[config.mk]
export PLATFORM = sky130hd
export DESIGN_NAME = spc_ctrl
export DESIGN_NICKNAME = d
export VERILOG_FILES = /design/src/shared/spc_pkg.sv /design/src/spc_ctrl.sv
export SDC_FILE = /design/constraint.sdc
export NUM_CORES = 1
export LEC_CHECK = 0
export BUFFER_PORTS_ARGS = -buffer_cell sky130_fd_sc_hd__buf_4
export CORE_MARGIN = 3
export CORE_UTILIZATION = 57
export DETAILED_ROUTE_END_ITERATION = 6
export GPL_TIMING_DRIVEN = 0
export PLACE_DENSITY_LB_ADDON = 0.05
export SLEW_MARGIN = 20
export SYNTH_ARGS = -nofsm -noshare
export SYNTH_HDL_FRONTEND = slang
export SYNTH_SLANG_ARGS = --single-unit
[constraint.sdc]
create_clock -name clk -period 3.8 [get_ports clk]
set_input_delay 0.38 -clock clk [delete_from_list [all_inputs] [get_ports clk]]
set_output_delay 0.38 -clock clk [all_outputs]
set_load 0.02 [all_outputs]
[src/shared/spc_pkg.sv]
// spc_pkg: constants and types of the serial port control block
package spc_pkg;
    // ==========================================
    // register addresses
    localparam logic [7:0] SPC_ADDR_RATE = 8'hA2;
    localparam logic [7:0] SPC_ADDR_DATA = 8'hA3;
    localparam logic [7:0] SPC_ADDR_CTL = 8'hF8;
    // bit addresses of the control register share these upper five bits
    localparam logic [4:0] SPC_BIT_BASE = 5'h1F;
    // ==========================================
    // control register bit positions
    localparam int SPC_B_DONE = 7;
    localparam int SPC_B_WRITE_COLLISION_FLAG = 6;
    localparam int SPC_B_MODE_FAULT_FLAG = 5;
    localparam int SPC_B_OVR = 4;
    localparam int SPC_B_WIRE_HI = 3;
    localparam int SPC_B_WIRE_LO = 2;
    localparam int SPC_B_TXE = 1;
    localparam int SPC_B_EN = 0;
    // ==========================================
    // wiring modes
    localparam logic [1:0] SPC_WIRE_3 = 2'h0;
    localparam logic [1:0] SPC_WIRE_4IN = 2'h1;
    // ==========================================
    // reset values and counts
    localparam logic [7:0] SPC_CTL_RST = 8'h06;
    localparam logic [7:0] SPC_RATE_RST = 8'h00;
    localparam logic [7:0] SPC_DATA_RST = 8'h00;
    localparam logic [3:0] SPC_BITS = 4'h8;
    // ==========================================
    // control register layout
    typedef struct packed {
        logic transfer_done_flag;
        logic write_collision_flag;
        logic mode_fault_flag;
        logic receive_overrun_flag;
        logic [1:0] select_wiring_mode;
        logic tx_buffer_empty;
        logic serial_port_enable;
    } spc_ctl_t;
endpackage : spc_pkg

[src/spc_ctrl.sv]
// spc_ctrl: serial port control, status, clock rate and byte engine
`timescale 1ns/1ps
`default_nettype none
// Contract
// - set transfer done at end of each transfer; only software clears it.
// - data write during a transfer sets write collision; software clears it.
// - select low, master, wiring 01 sets mode fault; software clears it.
// - slave only: unread receive data at final bit sets receive overrun.
// - wiring 00: three-wire operation, select pin neither used nor driven.
// - wiring 01, reset default: select is an input, four-wire slave/multi-master.
// - wiring 1x: select driven out at the lower wiring bit.
// - tx empty clears on data write, sets when byte moves to shifter.
// - enable bit 0 disables the port, 1 enables; resets to 0.
// - master serial clock is system clock over 2*(rate+1).
// - control register bit-addressable; single-bit writes touch one bit, except tx empty, which ignores them.
// - master role enable 0 means slave, 1 means master.
// - data write loads tx buffer, starts master transfer; read returns rx.
module spc_ctrl
    import spc_pkg::*;
#(
    parameter int RATE_W = 8,
    parameter int RX_DEPTH = 2
) (
    input wire logic clk,
    input wire logic resetn,
    input wire logic [7:0] sfr_addr,
    input wire logic sfr_wr,
    input wire logic sfr_rd,
    input wire logic [7:0] sfr_wdata,
    input wire logic bit_wr,
    input wire logic [7:0] bit_addr,
    input wire logic bit_wdata,
    output logic [7:0] sfr_rdata,
    output logic irq,
    input wire logic master_role_enable,
    input wire logic clk_polarity,
    input wire logic sck_in,
    output logic sck_out,
    output logic sck_oe,
    input wire logic mosi_in,
    output logic mosi_out,
    output logic mosi_oe,
    input wire logic miso_in,
    output logic miso_out,
    output logic miso_oe,
    input wire logic nss_in,
    output logic nss_out,
    output logic nss_oe
);
    localparam int PW = $clog2(RX_DEPTH);

    // ==========================================
    // state
    spc_ctl_t ctl_q, ctl_d;
    logic [RATE_W-1:0] rate_q, rate_d, div_q, div_d;
    logic [7:0] txbuf_q, txbuf_d, shift_q, shift_d;
    logic [7:0] rxmem_q [RX_DEPTH];
    logic [7:0] rx_wdata;
    logic [PW-1:0] wp_q, wp_d, rp_q, rp_d;
    logic [PW:0] cnt_q, cnt_d;
    logic [3:0] bits_q, bits_d;
    logic busy_q, busy_d, smp_q, smp_d, sck_q, sck_d, sckp_q, sck_pin_q;
    logic [7:0] rdata_q, rdata_d;
    logic irq_q, irq_d, push, pop;
    logic sck_oe_q, mosi_q, mosi_oe_q, miso_q, miso_oe_q, nss_q, nss_oe_q;

    function automatic logic [PW-1:0] nxt(input logic [PW-1:0] p);
        nxt = (p == PW'(RX_DEPTH - 1)) ? '0 : p + 1'b1;
    endfunction : nxt

    // ==========================================
    // decode
    logic wr_ctl, wr_rate, wr_data, rd_data, bit_hit;
    logic mst, sel, lead, trail, rx_ready, rx_valid, wire3;
    always_comb begin
        wr_ctl = sfr_wr && sfr_addr == SPC_ADDR_CTL;
        wr_rate = sfr_wr && sfr_addr == SPC_ADDR_RATE;
        wr_data = sfr_wr && sfr_addr == SPC_ADDR_DATA;
        rd_data = sfr_rd && sfr_addr == SPC_ADDR_DATA;
        bit_hit = bit_wr && bit_addr[7:3] == SPC_BIT_BASE;
        wire3 = ctl_q.select_wiring_mode == SPC_WIRE_3;
        mst = ctl_q.serial_port_enable && master_role_enable;
        // 3-wire slave is always selected; 4-wire needs select low
        sel = ctl_q.serial_port_enable && !master_role_enable
            && !ctl_q.select_wiring_mode[1] && (wire3 || !nss_in);
        lead = sel && (sckp_q == clk_polarity) && (sck_in != clk_polarity);
        trail = sel && (sckp_q != clk_polarity) && (sck_in == clk_polarity);
        rx_valid = cnt_q != '0;
        // master waits for room so no received word is lost
        rx_ready = cnt_q != (PW+1)'(RX_DEPTH);
    end

    // ==========================================
    // next state
    logic done;
    always_comb begin
        ctl_d = ctl_q;
        rate_d = rate_q;
        txbuf_d = txbuf_q;
        shift_d = shift_q;
        div_d = div_q;
        bits_d = bits_q;
        busy_d = busy_q;
        smp_d = smp_q;
        sck_d = sck_q;
        done = 1'b0;
        push = 1'b0;
        rx_wdata = shift_q;
        // software writes: write 0 clears a flag
        if (wr_ctl) begin
            ctl_d.transfer_done_flag = sfr_wdata[SPC_B_DONE];
            ctl_d.write_collision_flag = sfr_wdata[SPC_B_WRITE_COLLISION_FLAG];
            ctl_d.mode_fault_flag = sfr_wdata[SPC_B_MODE_FAULT_FLAG];
            ctl_d.receive_overrun_flag = sfr_wdata[SPC_B_OVR];
            ctl_d.select_wiring_mode = sfr_wdata[SPC_B_WIRE_HI:SPC_B_WIRE_LO];
            ctl_d.serial_port_enable = sfr_wdata[SPC_B_EN];
        end
        if (bit_hit && bit_addr[2:0] != 3'(SPC_B_TXE)) begin
            ctl_d[bit_addr[2:0]] = bit_wdata;
        end
        if (wr_rate) begin
            rate_d = sfr_wdata[RATE_W-1:0];
        end
        if (wr_data) begin
            if (busy_q) begin
                ctl_d.write_collision_flag = 1'b1;
            end else begin
                txbuf_d = sfr_wdata;
                ctl_d.tx_buffer_empty = 1'b0;
            end
        end
        // master engine
        if (mst) begin
            if (!busy_q) begin
                sck_d = 1'b0;
                if (!ctl_q.tx_buffer_empty && rx_ready) begin
                    shift_d = txbuf_q;
                    // a data write in this same cycle refills the buffer
                    ctl_d.tx_buffer_empty = !wr_data;
                    busy_d = 1'b1;
                    div_d = '0;
                    bits_d = '0;
                end
            end else if (div_q == rate_q) begin
                div_d = '0;
                sck_d = !sck_q;
                if (!sck_q) begin
                    smp_d = miso_in;
                end else begin
                    shift_d = {shift_q[6:0], smp_q};
                    bits_d = bits_q + 1'b1;
                    if (bits_q == SPC_BITS - 1'b1) begin
                        done = 1'b1;
                        rx_wdata = {shift_q[6:0], smp_q};
                    end
                end
            end else begin
                div_d = div_q + 1'b1;
            end
        end else if (sel) begin
            if (!busy_q) begin
                bits_d = '0;
                // idle slave keeps the next byte on the pin until the first edge
                shift_d = ctl_q.tx_buffer_empty ? SPC_DATA_RST : txbuf_q;
                if (lead) begin
                    busy_d = 1'b1;
                    smp_d = mosi_in;
                    if (!ctl_q.tx_buffer_empty) begin
                        ctl_d.tx_buffer_empty = !wr_data;
                    end
                end
            end else if (lead) begin
                smp_d = mosi_in;
            end else if (trail) begin
                shift_d = {shift_q[6:0], smp_q};
                bits_d = bits_q + 1'b1;
                if (bits_q == SPC_BITS - 1'b1) begin
                    done = 1'b1;
                    rx_wdata = {shift_q[6:0], smp_q};
                    if (rx_valid) begin
                        ctl_d.receive_overrun_flag = 1'b1;
                    end
                end
            end
        end else begin
            // disabled or deselected: abandon any partial byte
            busy_d = 1'b0;
            sck_d = 1'b0;
        end
        if (done) begin
            busy_d = 1'b0;
            push = rx_ready;
            ctl_d.transfer_done_flag = 1'b1;
        end
        if (ctl_q.serial_port_enable && master_role_enable && !nss_in
            && ctl_q.select_wiring_mode == SPC_WIRE_4IN) begin
            ctl_d.mode_fault_flag = 1'b1;
        end
    end

    // ==========================================
    // receive buffer and read path
    always_comb begin
        pop = rd_data && rx_valid;
        wp_d = push ? nxt(wp_q) : wp_q;
        rp_d = pop ? nxt(rp_q) : rp_q;
        cnt_d = cnt_q + (PW+1)'(push) - (PW+1)'(pop);
        rdata_d = 8'h00;
        case (sfr_addr)
            SPC_ADDR_CTL: rdata_d = ctl_q;
            SPC_ADDR_RATE: rdata_d = 8'(rate_q);
            SPC_ADDR_DATA: rdata_d = rxmem_q[rp_q];
            default: rdata_d = 8'h00;
        endcase
        if (!sfr_rd) begin
            rdata_d = rdata_q;
        end
        irq_d = ctl_q.transfer_done_flag || ctl_q.write_collision_flag
            || ctl_q.mode_fault_flag || ctl_q.receive_overrun_flag;
    end

    // ==========================================
    // registers
    always_ff @(posedge clk) begin
        if (!resetn) begin
            ctl_q <= SPC_CTL_RST;
            rate_q <= RATE_W'(SPC_RATE_RST);
            txbuf_q <= SPC_DATA_RST;
            shift_q <= SPC_DATA_RST;
            div_q <= '0;
            bits_q <= '0;
            busy_q <= 1'b0;
            smp_q <= 1'b0;
            sck_q <= 1'b0;
            sckp_q <= clk_polarity;
            sck_pin_q <= clk_polarity;
            wp_q <= '0;
            rp_q <= '0;
            cnt_q <= '0;
            rdata_q <= 8'h00;
            irq_q <= 1'b0;
            sck_oe_q <= 1'b0;
            mosi_q <= 1'b0;
            mosi_oe_q <= 1'b0;
            miso_q <= 1'b0;
            miso_oe_q <= 1'b0;
            nss_q <= 1'b0;
            nss_oe_q <= 1'b0;
        end else begin
            ctl_q <= ctl_d;
            rate_q <= rate_d;
            txbuf_q <= txbuf_d;
            shift_q <= shift_d;
            div_q <= div_d;
            bits_q <= bits_d;
            busy_q <= busy_d;
            smp_q <= smp_d;
            sck_q <= sck_d;
            sckp_q <= sck_in;
            sck_pin_q <= sck_d ^ clk_polarity;
            wp_q <= wp_d;
            rp_q <= rp_d;
            cnt_q <= cnt_d;
            rdata_q <= rdata_d;
            irq_q <= irq_d;
            sck_oe_q <= mst;
            mosi_q <= shift_d[7];
            mosi_oe_q <= mst;
            miso_q <= shift_d[7];
            miso_oe_q <= sel;
            nss_q <= ctl_d.select_wiring_mode[0];
            nss_oe_q <= ctl_d.serial_port_enable && ctl_d.select_wiring_mode[1];
        end
    end

    always_ff @(posedge clk) begin
        if (push) begin
            rxmem_q[wp_q] <= rx_wdata;
        end
    end

    assign sfr_rdata = rdata_q;
    assign irq = irq_q;
    assign sck_out = sck_pin_q;
    assign sck_oe = sck_oe_q;
    assign mosi_out = mosi_q;
    assign mosi_oe = mosi_oe_q;
    assign miso_out = miso_q;
    assign miso_oe = miso_oe_q;
    assign nss_out = nss_q;
    assign nss_oe = nss_oe_q;
endmodule : spc_ctrl
`default_nettype wire

==> results.toml, run 1 <==
[global_routing]
grt_pass1_wl_um = 16100
grt_usage = 0.246
antenna_found_initial = 0
grt_max_degree = 15
first_global_vias = 3241
overflow = 0

[yosys]
async_flop_share = 0
synth_cell_types = 62
synth.top_cells.by_area = "dfxtp_1 34%, edfxtp_1 12%, mux2i_1 6.3%"
synth_ff_type = "dfxtp_1"
yosys_warnings = 0
ys_seq_elements = 83
synthesis.nets = 477
syn_area_um2 = 4000
avgSynthCellArea_um2 = 9.16
synth_edf_count = 16
ys_seq_area_frac = 0.455
synth_largest_type_area_fraction = 0.335
synth_cells = 437
synth_area_leader_cell = "dfxtp_1"

[die]
dieArea_um2 = 8070
core_um2 = 6570
initial_core_util = 0.610
rows = 29
dieHeight_um = 89.8
fp.dieW_um = 89.8
ioPinCount = 53

[sta]
timing.final.max_slew_violations = 0
hold_viol = 0
setup_ws_ns = 0.792
fin_tns_setup_ns = 0
fin_crit_sh = 0.792
slew_headroom = 0.371
setup_violations = 0
worst_hold_slack_ns = 0.250
period_minus_slack_ns = 3.01
fin_skew_ns = 0.00866
rsz0062_at_grt = "false"
fmax_mhz = 332
worstMarginPinSlew_ns = 0.937

[detailed_routing]
wl_met2_um = 4660
wl_um = 10100
wl_met3_um = 750
vias = 3535
avgViaCountPerCell = 5.92
drt_iter0_markers = 230
wl_met1_um = 4490
top_layer = "met4"
drt_pass1_iterations = 5
routedWlPerCell_um = 16.9
antenna_left = 0
drc = 0

[clocking]
htree_levels = 3
worstSkewPairLatency_ns = 0.35
clkTransAtPathRegs_ns = 0.08
clock-sinks = 83
post_cts_buffers = 0
cts-root-buf = "clkbuf_8"
cts_resized = 0
cts_tree = "done"
clockBufferDepth = 2
numCtsBuffers = 9
ctsHoldBuffers = 0

[place]
dpl.hpwl_um = 7460
place_congestion = 0.902
dp_slack_ns = 0.633
numPortBuffers = 51

[worst_setup_path]
crit_path_start_kind = "flip-flop"
reg2reg_depth = 5
critPathCaptureType = "flip-flop"
worst-endpoint-arrival_ns = 2.99
path_class = "flip-flop to flip-flop"
worstPathRequired_ns = 3.78
worstPathMaxFanout = 8

[layout]
layout.area.seq_um2 = 1820
multiInputGateArea_um2 = 2070
layout.nets = 539
syn2layout_area_growth_pct = 16.7
n_antenna_cell = 0
layout-drive-gt1-share = 0.183
fillCellCount = 527

[pwr]
p_leak_nw = 1.77
ir_drop_mv = 0.212
p_per_area_nw_per_um2 = 328

[hold_path]
hold_depth = 2
hold_class = "input port to flip-flop"

[outcome]
status = "finished clean"

[flow_run]
cap_violations = 0
==> cells in the mapped netlist (2+ instances only) <==
cell,number
dfxtp_1,67
nand2_1,58
a21oi_1,40
nor2_1,33
mux2i_1,25
o21ai_0,24
nor3_1,21
clkbuf_1,16
edfxtp_1,16
nand3_1,12
a211oi_1,9
xor2_1,9
mux2_2,7
a31oi_1,6
inv_1,5
nand2b_1,5
xnor2_1,5
ha_1,4
a21o_1,3
a22o_2,3
and2_1,3
and3_1,3
nand3b_1,3
nand4b_1,3
o21a_1,3
o31ai_1,3
or3_1,3
or4_1,3
a22oi_1,2
a32o_1,2
buf_1,2
buf_2,2
buf_4,2
mux2_1,2
nand4_1,2
nor4_4,2
nor4b_1,2
o211ai_1,2
or4b_1,2
==> per-stage QoR <==
stage / utilization / area (µm²) / total power, mW / cells
global route: 0.711 / 4670 / 1.58 / 597
CTS: 0.711 / 4670 / 1.54 / 597
detailed placement: 0.686 / 4510 / 1.00 / 581
global placement: 0.686 / 4500 / 0.997 / 581
floorplan: - / 4000 / 0.949 / 437
finish: 0.711 / 4670 / 1.53 / 597
==> power by group <==
group	leakage [nW]	internal [mW]	switching, mW
sequential	0.727	0.895	0.00161
combinational	0.972	0.0364	0.0474
clock	0.0730	0.235	0.318
==> area by class of cell <==
type,instances,area share
Inverter,6,0.00482
Tap cell,93,0.0249
Buffer,22,0.0198
Timing Repair Buffer,51,0.0820
Sequential cell,83,0.390
Clock buffer,11,0.0281
Multi-Input combinational cell,326,0.444
Clock inverter,5,0.00670
==> per-layer routing <==
metal / global-route usage / up-vias
met5: 0 / -
li1: - / 1716
met2: 0.399 / 145
met4: 0.0754 / 0
met3: 0.0442 / 17
met1: 0.335 / 1657
==> path summary, 6_finish.rpt <==
path / startpoint / slack (ns) / end
setup reg to reg: ctl_q[2] / 0.79 / rxmem_q[0][6]
hold / removal: clk_polarity / 0.25 / sck_out
setup / recovery: ctl_q[2] / 0.79 / rxmem_q[0][6]
hold reg to reg: sfr_rdata[4] / 0.46 / sfr_rdata[4]
==> cells in the final DEF (no fill, tap or decap), types with 3 or more instances in the layout <==
cell	count
and2_1	3
nor2_1	33
nand2b_1	5
edfxtp_1	16
dfxtp_1	67
nor3_1	21
ha_1	4
and3_1	3
xor2_1	9
nand4b_1	3
mux2_2	7
nand3_1	12
buf_4	53
a22o_2	3
inv_1	5
nand2_1	58
or4_1	3
mux2i_1	25
clkinvlp_4	3
a31oi_1	6
o31ai_1	3
clkbuf_1	18
o21a_1	3
or3_1	3
o21ai_0	24
clkbuf_8	9
a21oi_1	40
nand3b_1	3
a211oi_1	9
xnor2_1	5
a21o_1	3
==> cells by family after synthesis <==
kind of cell	Yosys count	share of synthesized area
flops	83	0.455
mux	34	0.0878
buf+inv	28	0.0287
compound gates	110	0.177
xor+xnor	14	0.0306
simple gates	164	0.208
fa+ha+maj	4	0.0125
==> worst max-delay path, cell delays in order (launching register included) <==
cell	delay (ns)
dfxtp_1	0.36
and2_1	0.16
nor4b_1	0.74
a21oi_1	0.25
or3_1	0.52
nor3b_2	0.61
==> sequential cells by signal, summed over array words and instances (netlist names), 2 cells and up, named ones only <==
| register | flops |
|---|---|
| rxmem_q | 16 |
| bits_q | 4 |
| rate_q | 8 |
| txbuf_q | 8 |
| ctl_q | 8 |
| cnt_q | 2 |
| sfr_rdata | 8 |
| div_q | 8 |
| shift_q | 8 |
Note: power is estimated with default switching activity, not from simulation.
==> run 2, diff against run 1 <==
==> constraint.sdc (replaced) <==
create_clock -name clk -period 2.8 [get_ports clk]
set_input_delay 0.28 -clock clk [delete_from_list [all_inputs] [get_ports clk]]
set_output_delay 0.28 -clock clk [all_outputs]
set_load 0.02 [all_outputs]
==> run 2 against run 1 <==
Compared with the run above: die area stayed put; critical path type unchanged; critical path depth stayed put; maximum frequency is 15% higher; sequential power is 36% higher; power is 36% higher; combinational power is 36% higher; count of clock-buffer cells in the layout stayed put.
==> results.toml, run 2 (same netlist as run 1, synthesis figures left out) <==
[clocking]
clockBufferDepth = 2
clkTransAtPathRegs_ns = 0.08
cts-root-buf = "clkbuf_8"
htree_levels = 3
ctsHoldBuffers = 0
cts_tree = "done"
worstSkewPairLatency_ns = 0.35
numCtsBuffers = 9
clock-sinks = 83

[die]
dieHeight_um = 89.8
fp.dieW_um = 89.8
initial_core_util = 0.610
ioPinCount = 53
dieArea_um2 = 8070
rows = 29
core_um2 = 6570

[detailed_routing]
avgViaCountPerCell = 5.91
top_layer = "met4"
wl_met2_um = 4730
drc = 0
drt_pass1_iterations = 5
wl_met1_um = 4630
vias = 3541
drt_iter0_markers = 233
routedWlPerCell_um = 17.0
wl_um = 10200
wl_met3_um = 658
antenna_left = 0

[pwr]
p_sw_uw = 507
power.internal_mw = 1.58
p_per_area_nw_per_um2 = 443
p_leak_nw = 1.78
pwr-share-comb = 0.055
switching_share = 0.243
pwr-share-seq = 0.582
power.total_mw = 2.09
ir_drop_mv = 0.288
power.share.clock = 0.363

[sta]
timing.final.max_slew_violations = 0
slew_headroom = 0.383
worstMarginPinSlew_ns = 0.918
fin_skew_ns = 0.00927
worst_hold_slack_ns = 0.145
fin_tns_setup_ns = 0
fmax_mhz = 383
fin_crit_sh = 0.933
hold_viol = 0
setup_violations = 0
period_minus_slack_ns = 2.61
rsz0062_at_grt = "false"

[hold_path]
hold_class = "input port to flip-flop"

[layout]
layout.nets = 541
syn2layout_area_growth_pct = 17.7
n_antenna_cell = 0
max_flop_register = "rxmem_q"
final_cell_mix = "67 x dfxtp_1, 58 x nand2_1, 55 x buf_4, 40 x a21oi_1, 33 x nor2_1"
layout-drive-gt1-share = 0.190
largest_reg_flops = 16
fin_util = 0.717
layout_commonest_cell = "dfxtp_1"

[worst_setup_path]
worst_path_max_delay_cell = "or3_1"
worstPathCellList = "and2_1, nor4b_2, a21oi_1, or3_1, nor3b_4"
max_stage_delay_ns = 0.52
worstPathRequired_ns = 2.80
reg2reg_slack_ns = 0.19
crit_path_start_kind = "flip-flop"
worstPathMaxFanout = 8
path_class = "flip-flop to flip-flop"
worst-endpoint-arrival_ns = 2.61
crit_buf_inv = 0
cp_top_family = "simple AND/OR/NAND/NOR gates"
critPathCaptureType = "flip-flop"

[global_routing]
overflow = 0
first_global_vias = 3272
grt_pass1_wl_um = 16300
grt_usage = 0.247
grt_max_degree = 15
antenna_found_initial = 0

[flow_run]
cap_violations = 0

[place]
place_congestion = 0.902
numPortBuffers = 51
dpl.hpwl_um = 7460

[outcome]
status = "finished clean"
run 2: cell count changes in the layout (fill, tap and decap cells not counted), sizes merged:
cell  before  now
buf       57   59
run 2: through the flow:
step / worst slack [ns] / cells / instance area, µm²
detailed placement: -0.267 / 581 / 4510
global route: 0.00269 / 599 / 4710
floorplan: 0.0649 / 437 / 4000
CTS: 0.162 / 599 / 4700
finish: 0.189 / 599 / 4710
global placement: -0.598 / 581 / 4500
run 2: worst register-to-register path: stages (launching register included):
cell	delay, ns
dfxtp_1	0.36
and2_1	0.17
nor4b_2	0.49
a21oi_1	0.24
or3_1	0.52
nor3b_4	0.48
run 2: final cells by class:
cell class / instances / area (µm²)
multi-input combinational: 326 / 2100
clock buffer: 11 / 131
sequential: 83 / 1820
inverter: 6 / 22.5
clock inverter: 5 / 31.3
tap: 93 / 116
buffer: 22 / 92.6
fill: 516 / 1860
timing repair buffer: 53 / 398
run 2: routing by layer:
metal | global-route usage | up-vias
met5 | 0 | -
li1 | - | 1718
met3 | 0.0484 | 17
met4 | 0.0728 | 0
met1 | 0.334 | 1667
met2 | 0.404 | 139
run 2: what timing repair did:
action	4_1_cts	5_1_grt
gates cloned	0	0
resized for setup	2	2
setup endpoints to repair	9	1
buffers inserted	2	0
pin swaps	2	0
run 2: final timing paths:
path | from | end | depth (start not counted)
worst max-delay path | ctl_q[2] | rxmem_q[0][6] | 5
worst min-delay path | clk_polarity | sck_out | 2
worst max register to register | ctl_q[2] | rxmem_q[0][6] | 5
worst min register to register | sfr_rdata[4] | sfr_rdata[4] | 2
run 2: power groups by stage:
| stage | Sequential [mW] | Combinational, mW | Clock [mW] |
|---|---|---|---|
| after global routing | 1.22 | 0.124 | 0.801 |
| final | 1.22 | 0.114 | 0.758 |
| after CTS | 1.22 | 0.113 | 0.760 |
| after global placement | 1.24 | 0.109 | 0 |
| after detailed placement | 1.24 | 0.112 | 0 |
| after floorplan | 1.25 | 0.0418 | 0 |
